### src/uorf_pkg.sv
// package of offsets, fields and timing for the reset and flush control
`default_nettype none
package uorf_pkg;
  localparam logic [7:0] CFG_OFS = 8'h0C;
  localparam logic [7:0] RST_OFS = 8'h10;
  localparam logic [7:0] INT_OFS = 8'h14;
  localparam int PHY_WIDTH_BIT = 3;
  localparam int TOUT_LSB = 0;
  localparam int TOUT_W = 3;
  localparam int IDLE_BIT = 31;
  localparam int DMA_BIT = 30;
  localparam int TXSEL_LSB = 6;
  localparam int TXSEL_W = 5;
  localparam int TXFL_BIT = 5;
  localparam int RXFL_BIT = 4;
  localparam int INQ_BIT = 3;
  localparam int FRM_BIT = 2;
  localparam int PDM_BIT = 1;
  localparam int CSR_BIT = 0;
  localparam int WAKE_BIT = 31;
  localparam int SESS_BIT = 30;
  localparam int DISC_BIT = 29;
  localparam logic [4:0] TXSEL_ALL = 5'h10;
  localparam logic [4:0] TXSEL_RST = 5'h00;
  localparam logic [2:0] TOUT_RST = 3'h0;
  localparam int FLUSH_SLOW_CYCLES = 8;
  localparam int HS_TOUT_MIN = 736;
  localparam int HS_TOUT_MAX = 816;
  localparam int FS_TOUT_MIN = 16;
  localparam int FS_TOUT_MAX = 18;
  localparam int DWIDTH_BOTH = 3;
  localparam int SOFT_RST_CYCLES = 4;
endpackage
`default_nettype wire

### src/uorf_top.sv
// reset, flush and top interrupt status logic of the usb otg core
`default_nettype none
// Operation
// - width bit: 0 is 8-bit, 1 is 16-bit
// - width writable only when width parameter 3
// - calibration clocks added to packet timeout
// - base timeout 736-816 hs, 16-18 fs
// - bit 31 shows master idle
// - bit 30 shows dma request in progress
// - fifo number selects flush target
// - tx flush self-clears after eight slow clocks
// - rx flush self-clears after eight slow clocks
// - token queue flush only without dedicated fifos
// - frame counter reset zeroes next sof
// - power-down module soft reset, self-clearing
// - soft reset clears regs, idles, flushes
// - soft reset waits master data phase
// - power management kept with hibernation enabled
// - wakeup flag, write one to clear
// - session request flag, write one to clear
// - disconnect flag, write one to clear
module uorf_top #(
  parameter int HS_PHY_WIDTH_PARAM = 3,
  parameter logic FIXED_WIDTH = 1'b0,
  parameter bit DEDICATED_TX_FIFO_PARAM = 1'b0,
  parameter bit PMU_KEEP = 1'b0,
  parameter int SLOW_DIV = 2
) (
  input wire logic ref_clk,
  input wire logic rst_n,
  input wire logic regWr,
  input wire logic regRd,
  input wire logic [7:0] regAddr,
  input wire logic [31:0] regWdata,
  output logic [31:0] regRdata,
  input wire logic masterIdleIn,
  input wire logic masterMidBeat,
  input wire logic dmaReqIn,
  input wire logic hostMode,
  input wire logic inSuspend,
  input wire logic inL1,
  input wire logic hostResumeIn,
  input wire logic remoteWakeIn,
  input wire logic sessReqIn,
  input wire logic bValidPin,
  input wire logic disconnectIn,
  input wire logic isHighSpeed,
  output logic phyWidth16,
  output logic [9:0] toutBitTimes,
  output logic [4:0] txFlushSelect,
  output logic txFlushAll,
  output logic txFlushActive,
  output logic rxFlushActive,
  output logic inTokenQueueFlush,
  output logic frameCounterReset,
  output logic powerDownReset,
  output logic pmuReset,
  output logic coreResetActive,
  output logic usbAbort
);
  // refuse parameter values the logic cannot serve
  if (HS_PHY_WIDTH_PARAM < 0 || HS_PHY_WIDTH_PARAM > 3) begin : g_bad_width
    $error("bad width parameter");
  end
  if (SLOW_DIV < 1 || SLOW_DIV > 256) begin : g_bad_div
    $error("bad slow divider");
  end

  logic widthReg, txFlushReg, rxFlushReg, csrReg;
  logic [2:0] toutReg;
  logic [4:0] txSelReg;
  logic [2:0] wakeReg;
  logic [3:0] txCntReg, rxCntReg;
  logic [2:0] csrCntReg;
  logic [7:0] divReg;
  logic slowTick;
  logic [2:0] bvSync;
  logic bvPrev;
  logic wrCfg, wrRst, wrInt, softClr, csrDone;

  assign wrCfg = regWr && regAddr == uorf_pkg::CFG_OFS;
  assign wrRst = regWr && regAddr == uorf_pkg::RST_OFS;
  assign wrInt = regWr && regAddr == uorf_pkg::INT_OFS;
  assign softClr = csrReg;
  assign csrDone = csrReg && csrCntReg == 3'(uorf_pkg::SOFT_RST_CYCLES)
    && !masterMidBeat;

  // slow clock enable stands for the slower of phy and bus clocks
  always_ff @(posedge ref_clk or negedge rst_n) begin
    if (!rst_n) begin
      divReg <= 8'h00;
      slowTick <= 1'b0;
    end else if (divReg == 8'(SLOW_DIV - 1)) begin
      divReg <= 8'h00;
      slowTick <= 1'b1;
    end else begin
      divReg <= divReg + 8'h01;
      slowTick <= 1'b0;
    end
  end

  // configuration tail: width and calibration
  always_ff @(posedge ref_clk or negedge rst_n) begin
    if (!rst_n) begin
      widthReg <= 1'b0;
      toutReg <= uorf_pkg::TOUT_RST;
    end else if (softClr) begin
      toutReg <= uorf_pkg::TOUT_RST; // width kept over soft reset
    end else if (wrCfg) begin
      toutReg <= regWdata[uorf_pkg::TOUT_LSB +: uorf_pkg::TOUT_W];
      if (HS_PHY_WIDTH_PARAM == uorf_pkg::DWIDTH_BOTH)
        widthReg <= regWdata[uorf_pkg::PHY_WIDTH_BIT];
    end
  end

  // flush bits with eight slow cycle self clear
  always_ff @(posedge ref_clk or negedge rst_n) begin
    if (!rst_n) begin
      txFlushReg <= 1'b0;
      rxFlushReg <= 1'b0;
      txCntReg <= 4'h0;
      rxCntReg <= 4'h0;
      txSelReg <= uorf_pkg::TXSEL_RST;
    end else if (softClr) begin
      txFlushReg <= 1'b0;
      rxFlushReg <= 1'b0;
      txSelReg <= uorf_pkg::TXSEL_RST;
    end else begin
      if (wrRst && !txFlushReg)
        txSelReg <= regWdata[uorf_pkg::TXSEL_LSB +: uorf_pkg::TXSEL_W];
      if (wrRst && regWdata[uorf_pkg::TXFL_BIT] && !txFlushReg) begin
        txFlushReg <= 1'b1;
        txCntReg <= 4'h0;
      end else if (txFlushReg && slowTick) begin
        txCntReg <= txCntReg + 4'h1;
        if (txCntReg == 4'(uorf_pkg::FLUSH_SLOW_CYCLES - 1))
          txFlushReg <= 1'b0;
      end
      if (wrRst && regWdata[uorf_pkg::RXFL_BIT] && !rxFlushReg) begin
        rxFlushReg <= 1'b1;
        rxCntReg <= 4'h0;
      end else if (rxFlushReg && slowTick) begin
        rxCntReg <= rxCntReg + 4'h1;
        if (rxCntReg == 4'(uorf_pkg::FLUSH_SLOW_CYCLES - 1))
          rxFlushReg <= 1'b0;
      end
    end
  end

  // core soft reset sequence, held until the master beat finishes
  always_ff @(posedge ref_clk or negedge rst_n) begin
    if (!rst_n) begin
      csrReg <= 1'b0;
      csrCntReg <= 3'h0;
    end else if (csrReg) begin
      if (csrDone)
        csrReg <= 1'b0;
      else if (csrCntReg != 3'(uorf_pkg::SOFT_RST_CYCLES))
        csrCntReg <= csrCntReg + 3'h1;
    end else if (wrRst && regWdata[uorf_pkg::CSR_BIT]) begin
      csrReg <= 1'b1;
      csrCntReg <= 3'h0;
    end
  end

  // one-cycle command strobes; pmu reset is held for the whole soft reset unless PMU_KEEP is set
  always_ff @(posedge ref_clk or negedge rst_n) begin
    if (!rst_n) begin
      inTokenQueueFlush <= 1'b0;
      frameCounterReset <= 1'b0;
      powerDownReset <= 1'b0;
      pmuReset <= 1'b0;
      usbAbort <= 1'b0;
    end else begin
      inTokenQueueFlush <= wrRst && regWdata[uorf_pkg::INQ_BIT]
        && !DEDICATED_TX_FIFO_PARAM;
      frameCounterReset <= wrRst && regWdata[uorf_pkg::FRM_BIT];
      powerDownReset <= wrRst && regWdata[uorf_pkg::PDM_BIT];
      pmuReset <= csrReg && !PMU_KEEP;
      usbAbort <= wrRst && regWdata[uorf_pkg::CSR_BIT] && !csrReg;
    end
  end

  // b-session valid pin synchroniser
  always_ff @(posedge ref_clk or negedge rst_n) begin
    if (!rst_n) begin
      bvSync <= 3'b000;
      bvPrev <= 1'b0;
    end else begin
      bvSync <= {bvSync[1:0], bValidPin};
      if (bvSync[1] == bvSync[2])
        bvPrev <= bvSync[2];
    end
  end

  // sticky status: set wins over write-one-to-clear
  logic wakeSet, sessSet, discSet;
  assign wakeSet = inL1 ? (hostResumeIn || remoteWakeIn)
    : inSuspend && (hostMode ? remoteWakeIn : hostResumeIn);
  assign sessSet = hostMode ? sessReqIn
    : (bvSync[1] && bvSync[2] && !bvPrev);
  assign discSet = disconnectIn;
  always_ff @(posedge ref_clk or negedge rst_n) begin
    if (!rst_n) begin
      wakeReg <= 3'b000;
    end else begin
      wakeReg[2] <= wakeSet || (wakeReg[2] && !softClr
        && !(wrInt && regWdata[uorf_pkg::WAKE_BIT]));
      wakeReg[1] <= sessSet || (wakeReg[1] && !softClr
        && !(wrInt && regWdata[uorf_pkg::SESS_BIT]));
      wakeReg[0] <= discSet || (wakeReg[0] && !softClr
        && !(wrInt && regWdata[uorf_pkg::DISC_BIT]));
    end
  end

  // read data mux
  logic widthEff;
  assign widthEff = (HS_PHY_WIDTH_PARAM == uorf_pkg::DWIDTH_BOTH)
    ? widthReg : FIXED_WIDTH;
  always_ff @(posedge ref_clk or negedge rst_n) begin
    if (!rst_n) begin
      regRdata <= 32'h0000_0000;
    end else if (regRd) begin
      regRdata <= 32'h0000_0000;
      unique case (regAddr)
        uorf_pkg::CFG_OFS: begin
          regRdata[uorf_pkg::PHY_WIDTH_BIT] <= widthEff;
          regRdata[uorf_pkg::TOUT_LSB +: uorf_pkg::TOUT_W] <= toutReg;
        end
        uorf_pkg::RST_OFS: begin
          regRdata[uorf_pkg::IDLE_BIT] <= masterIdleIn && !csrReg;
          regRdata[uorf_pkg::DMA_BIT] <= dmaReqIn;
          regRdata[uorf_pkg::TXSEL_LSB +: uorf_pkg::TXSEL_W] <= txSelReg;
          regRdata[uorf_pkg::TXFL_BIT] <= txFlushReg;
          regRdata[uorf_pkg::RXFL_BIT] <= rxFlushReg;
          regRdata[uorf_pkg::CSR_BIT] <= csrReg;
        end
        uorf_pkg::INT_OFS: begin
          regRdata[uorf_pkg::WAKE_BIT] <= wakeReg[2];
          regRdata[uorf_pkg::SESS_BIT] <= wakeReg[1];
          regRdata[uorf_pkg::DISC_BIT] <= wakeReg[0];
        end
        default: regRdata <= 32'h0000_0000;
      endcase
    end
  end

  // block outputs, all registered
  always_ff @(posedge ref_clk or negedge rst_n) begin
    if (!rst_n) begin
      phyWidth16 <= 1'b0;
      toutBitTimes <= 10'h000;
      txFlushSelect <= uorf_pkg::TXSEL_RST;
      txFlushAll <= 1'b0;
      txFlushActive <= 1'b0;
      rxFlushActive <= 1'b0;
      coreResetActive <= 1'b0;
    end else begin
      phyWidth16 <= widthEff;
      toutBitTimes <= (isHighSpeed ? 10'(uorf_pkg::HS_TOUT_MIN)
        : 10'(uorf_pkg::FS_TOUT_MIN)) + {7'h00, toutReg};
      txFlushSelect <= txSelReg;
      txFlushAll <= txSelReg == uorf_pkg::TXSEL_ALL;
      txFlushActive <= txFlushReg || csrReg;
      rxFlushActive <= rxFlushReg || csrReg;
      coreResetActive <= csrReg;
    end
  end

  a_tx_flush_len: assert property (@(posedge ref_clk)
    disable iff (!rst_n) $rose(txFlushReg) && !csrReg |-> txFlushReg [*8])
    else $error("tx flush cleared too early");
  a_rx_flush_len: assert property (@(posedge ref_clk)
    disable iff (!rst_n) $rose(rxFlushReg) && !csrReg |-> rxFlushReg [*8])
    else $error("rx flush cleared too early");
  a_tx_flush_end: assert property (@(posedge ref_clk)
    disable iff (!rst_n) $rose(txFlushReg) |-> ##[1:40] !txFlushReg)
    else $error("tx flush never cleared");
  a_csr_beat: assert property (@(posedge ref_clk)
    disable iff (!rst_n) csrReg && masterMidBeat |=> csrReg)
    else $error("soft reset ended mid beat");
  a_frame_strobe: assert property (@(posedge ref_clk)
    disable iff (!rst_n) wrRst && regWdata[uorf_pkg::FRM_BIT]
    |=> frameCounterReset)
    else $error("frame reset missing");
  a_disc_sticky: assert property (@(posedge ref_clk)
    disable iff (!rst_n) discSet |=> wakeReg[0])
    else $error("disconnect lost");
  a_wake_sticky: assert property (@(posedge ref_clk)
    disable iff (!rst_n) wakeSet |=> wakeReg[2])
    else $error("wakeup lost");
  a_token_queue: assert property (@(posedge ref_clk)
    disable iff (!rst_n) wrRst && regWdata[uorf_pkg::INQ_BIT]
    |=> inTokenQueueFlush == !DEDICATED_TX_FIFO_PARAM)
    else $error("token flush does not follow fifo build");
  c_tx_flush: cover property (@(posedge ref_clk) disable iff (!rst_n)
    $fell(txFlushReg));
  c_soft_reset: cover property (@(posedge ref_clk) disable iff (!rst_n)
    $fell(csrReg));
  c_sess_device: cover property (@(posedge ref_clk) disable iff (!rst_n)
    sessSet && !hostMode);
endmodule
`default_nettype wire

### config.mk
export PLATFORM = sky130hd
export DESIGN_NAME = uorf_top
export DESIGN_NICKNAME = d
export VERILOG_FILES = /design/src/uorf_pkg.sv /design/src/uorf_top.sv
export SDC_FILE = /design/constraint.sdc
export NUM_CORES = 1
export LEC_CHECK = 0
export ABC_AREA = 1
export BUFFER_PORTS_ARGS = -buffer_cell sky130_fd_sc_hd__buf_2
export CORE_MARGIN = 2
export CORE_UTILIZATION = 53
export DETAILED_ROUTE_END_ITERATION = 10
export GPL_ROUTABILITY_DRIVEN = 0
export GPL_TIMING_DRIVEN = 1
export PLACE_DENSITY = 0.85
export SLEW_MARGIN = 20
export SYNTH_ARGS = -nofsm -noshare
export SYNTH_HDL_FRONTEND = slang
export SYNTH_SLANG_ARGS = --single-unit
### constraint.sdc
create_clock -name ref_clk -period 3.5 [get_ports ref_clk]
set_input_delay 0.175 -clock ref_clk [delete_from_list [all_inputs] [get_ports ref_clk]]
set_output_delay 0.175 -clock ref_clk [all_outputs]
set_load 0.01 [all_outputs]
## Yosys cells after proc, flatten, opt, wreduce, memory -nomap -nowiden

Cells that the tools add are included.

- Multiplexer cells: 34
- Equal/unequal tests: 12
- Add/subtract/negate cells: 5
- Reductions and logical operators: 59
- Bitwise gates (word level): 1

Operators with widths:

| operator | number |
|---|---|
| $logic_and A1 B1 Y1 | 30 |
| $mux W3 | 7 |
| $eq A8 B5 Y1 const B | 2 |
| $mux W1 | 16 |
| $mux W4 | 4 |
| $reduce_bool A3 Y1 | 4 |
| $add A10 B3 Y10 | 1 |
| $mux W10 | 1 |
| $mux W5 | 2 |
| $reduce_and A2 Y1 | 5 |
| $reduce_bool A2 Y1 | 5 |
| $add A4 B1 Y4 const B | 2 |
| $add A8 B1 Y8 const B | 1 |
| $eq A4 B3 Y1 const B | 2 |
| $eq A8 B1 Y1 const B | 1 |
| $eq A8 B4 Y1 const B | 1 |
| $logic_not A1 Y1 | 8 |
| $mux W8 | 1 |
| $mux W7 | 1 |
| $logic_or A1 B1 Y1 | 6 |
| $eq A5 B5 Y1 const B | 1 |
| $pmux W2 S2 | 1 |
| $add A3 B1 Y3 const B | 1 |
| $eq A3 B3 Y1 const B | 1 |
| 7 further kinds | 7 |

- Logic and storage cells: 137
- Register bits after elaboration: 77

## Logic depth before layout (Yosys ltp)

- Depth after elaboration: 6
- Gate-level depth with buffers: 9
- Gate-level depth less buffers: 9

## Least setup slack after synthesis

OpenSTA, ideal clock, no wires.

- Path kind: register to register
- Start: register csrReg
- End: register txCntReg[2]
- Arrival: 1.117 ns
- Library setup time: 0.118 ns
- Data required time: 3.382 ns
- Buffers on the path: 1
- Period minus slack after synthesis: 1.235 ns
- Cell stages (with the launch flop): 6
- Slack: 2.265 ns
- Cell sequence: dfrtp_1 -> inv_1 -> buf_1 -> nand2_1 -> nand2_1 -> nand2_1

- Longest elaborated chain between the ends: 2

Ends and longest elaborated chain:

| item | line | RTL |
|---|---|---|
| start: declaration | uorf_top.sv:69 | `logic widthReg, txFlushReg, rxFlushReg, csrReg;` |
| start signal: assignment | uorf_top.sv:153 | `csrReg <= 1'b0;` |
| start signal: assignment | uorf_top.sv:157 | `csrReg <= 1'b0;` |
| start signal: assignment | uorf_top.sv:161 | `csrReg <= 1'b1;` |
| $not A1 Y1 (no line) | - |  |
| $reduce_and A2 Y1 (no line) | - |  |
| end signal: assignment | uorf_top.sv:135 | `txCntReg <= txCntReg + 4'h1;` |
| end: declaration | uorf_top.sv:73 | `logic [3:0] txCntReg, rxCntReg;` |

No other way between the ends.
A chain may end at the register's enable or synchronous reset.

## Final worst setup path

- Start: register csrReg
- End: register rxCntReg[0]

- Longest elaborated chain between the ends: 2

Ends and longest elaborated chain:

| item | line | RTL |
|---|---|---|
| $not A1 Y1 (no line) | - |  |
| $reduce_and A2 Y1 (no line) | - |  |
| end signal: assignment | uorf_top.sv:143 | `rxCntReg <= rxCntReg + 4'h1;` |
| end: declaration | uorf_top.sv:73 |  |

No other way between the ends.

==> impl_metrics.json <==
{
  "swShare": 0.255,
  "die_w_um": 81.8,
  "synth-seq-cells": 72,
  "fin_nets": 477,
  "grt_antenna_before_repair": 0,
  "synth_edf_count": 0,
  "cts_htree_levels": 3,
  "ios": 113,
  "dieArea_um2": 6690,
  "worstPathRequired_ns": 3.74,
  "async_flop_share": 1.00,
  "yosysWarnings": 0,
  "hold_class": "in2reg",
  "min_period_ns": 1.81,
  "synth_area_um2": 3210,
  "wire_per_inst_um": 12.7,
  "leakage_uw": 0.00213,
  "critical_path_class": "reg2reg",
  "rows": 28,
  "relSlewSlack": 0.502,
  "fin_setup_tns_ns": 0,
  "fin_crit_sh": 0.517,
  "cap_violations": 0,
  "insertedDiodeCount": 0,
  "outcome": "complete, no violations",
  "start_util": 0.545,
  "grt_pass1_wl_um": 10000,
  "drc_errors": 0,
  "worstMarginPinSlew_ns": 0.747,
  "fmax_ghz": 0.552,
  "internal_power_uw": 1360,
  "grt_pass1_vias": 2218,
  "p_comb_frac": 0.106,
  "cts_tree": "built",
  "numCtsBuffers": 9,
  "critPathCaptureType": "register",
  "final_common_cell": "buf_2",
  "ir_drop_uv": 309,
  "crit_fanout": 24,
  "dp_hpwl_um": 4610,
  "area_delta_synth_final_pct": 18.4,
  "overflow": 0,
  "cts.reportedPaths.clkPinSlew_ns": 0.08,
  "mostFrequentLayoutCells": "74 x buf_2, 72 x dfrtp_1, 69 x nand2_1, 40 x inv_1, 35 x nand3_1",
  "synthCells": 334,
  "routed_wl_um": 6300,
  "drt_iter0_drc": 136,
  "pwr_density_cell_nw_per_um2": 480,
  "dr.pass1.iters": 5,
  "drive_gt1_frac": 0.253,
  "vias": 2464,
  "arrival_ns": 2.05,
  "seq_area_frac_synth": 0.561,
  "dieHeight_um": 81.8,
  "postCtsSetupBuffers": 0,
  "vias_per_cell": 4.99,
  "finalHoldViolCount": 0,
  "clock-sinks": 72,
  "fin_worst_skew_ns": 0.0102,
  "cts.path.max_buffers": 2,
  "grt_max_degree": 39,
  "rsz0062_at_grt": "false",
  "clockRootBuffer": "clkbuf_8",
  "cts_hold_buffers": 3,
  "p_sw_uw": 464,
  "slew_viol_final": 0,
  "dominantRegCellSynth": "dfrtp_1",
  "post_cts_resize_count": 0,
  "design.core.area_um2": 5890,
  "power.total_uw": 1820,
  "seqPwrFrac": 0.504,
  "cp-start-kind": "register",
  "ant_nets": 0,
  "port_buffers": 74,
  "clk_latency_ns": 0.35,
  "grt_util_all_layers": 0.201,
  "p_clk_frac": 0.390,
  "yosysUniqueCellTypes": 35,
  "setup_violations": 0,
  "syn_avg_cell_area_um2": 9.61,
  "nFillCells": 479
}
## power by group through the flow
stage	Clock (uW)	Combinational (uW)	Sequential, uW
2_1_floorplan	0	131	931
3_3_place_gp	0	182	932
3_5_place_dp	0	190	934
4_1_cts	717	194	919
5_1_grt	750	221	924
6_report	711	194	920
## synthesized netlist by cell type, types with 2 or more instances
cell       n  share of area
dfrtp_1   72           0.56
nand2_1   69          0.081
inv_1     40          0.047
nand3_1   35          0.055
buf_4     24          0.056
nor2_1    19          0.022
o21ai_1    9          0.014
ha_1       7          0.027
nand4_1    7          0.014
xor2_1     6          0.016
a21oi_1    5         0.0078
o31ai_1    5          0.012
nor3_1     4         0.0062
clkbuf_1   3         0.0035
nand2_2    3         0.0058
inv_2      2         0.0023
nand3_2    2         0.0062
nand4_2    2         0.0078
nor2_8     2          0.012
o21ai_0    2         0.0031
xnor2_1    2         0.0055
## flip-flops by register name (all words and copies together) (netlist names), 4 cells and up
register / cells
divReg: 8
regRdata: 14
rxCntReg: 4
toutBitTimes: 5
txCntReg: 4
txFlushSelect: 5
txSelReg: 5
## cells by family after synthesis
| family | after synthesis | synth area share |
|---|---|---|
| muxes | 1 | 0.00351 |
| AOI/OAI and AO/OA | 24 | 0.0429 |
| buffers and inverters | 72 | 0.113 |
| other | 1 | 0.00117 |
| and+or+nand+nor | 149 | 0.229 |
| adders and majority gates | 7 | 0.0273 |
| DFF | 72 | 0.561 |
| xor gates and xnor gates | 8 | 0.0218 |
## final timing paths
| check | slack [ns] | to | cells past startpoint | startpoint |
|---|---|---|---|---|
| worst max-delay path | 1.69 | rxCntReg[0] | 6 | csrReg |
| worst min-delay path | 0.03 | wakeReg[0] | 3 | disconnectIn |
| worst max register to register | 1.69 | rxCntReg[0] | 6 | csrReg |
| worst min register to register | 0.36 | bvSync[1] | 0 | bvSync[0] |
| max in group asynchronous | 2.12 | csrCntReg[0] | 3 | rst_n |
| min in group asynchronous | 0.43 | txFlushSelect[1] | 2 | rst_n |
## stage by stage
step	utilization	worst slack (ns)	cell area [um2]	cells	hold WS, ns
after global placement	0.604	1.75	3560	475	0.269
final	0.646	1.69	3800	494	0.0327
after floorplan	-	2.26	3280	353	-0.121
after CTS	0.646	1.69	3800	494	0.0285
after global routing	0.646	1.48	3800	494	0.0397
after detailed placement	0.604	1.70	3560	475	0.284
## routing by layer
metal / part of all wire / GRT usage / up-vias
met1: 0.43 / 0.258 / 1143
met5: 0 / 0 / -
li1: - / - / 1192
met4: 0.023 / 0.100 / 0
met3: 0.085 / 0.0473 / 14
met2: 0.46 / 0.319 / 115
## worst max-delay path: stages (launching register included)
cell     delay (ns)
dfrtp_1        0.47
inv_1          0.59
nand3_1        0.25
nand2_1        0.21
inv_2          0.06
nand2_1        0.05
o21ai_0        0.07
## layout make-up
type / instances / area (um2) / area share
multi-input cells: 209 / 1120 / 0.294
inverters: 44 / 168 / 0.0441
repair buffers: 78 / 408 / 0.107
clock buffers: 11 / 131 / 0.0346
clock inverters: 5 / 81.3 / 0.0214
well taps: 75 / 93.8 / 0.0247
flip-flops and latches: 72 / 1800 / 0.474
Power figures use the tool's default switching activity.
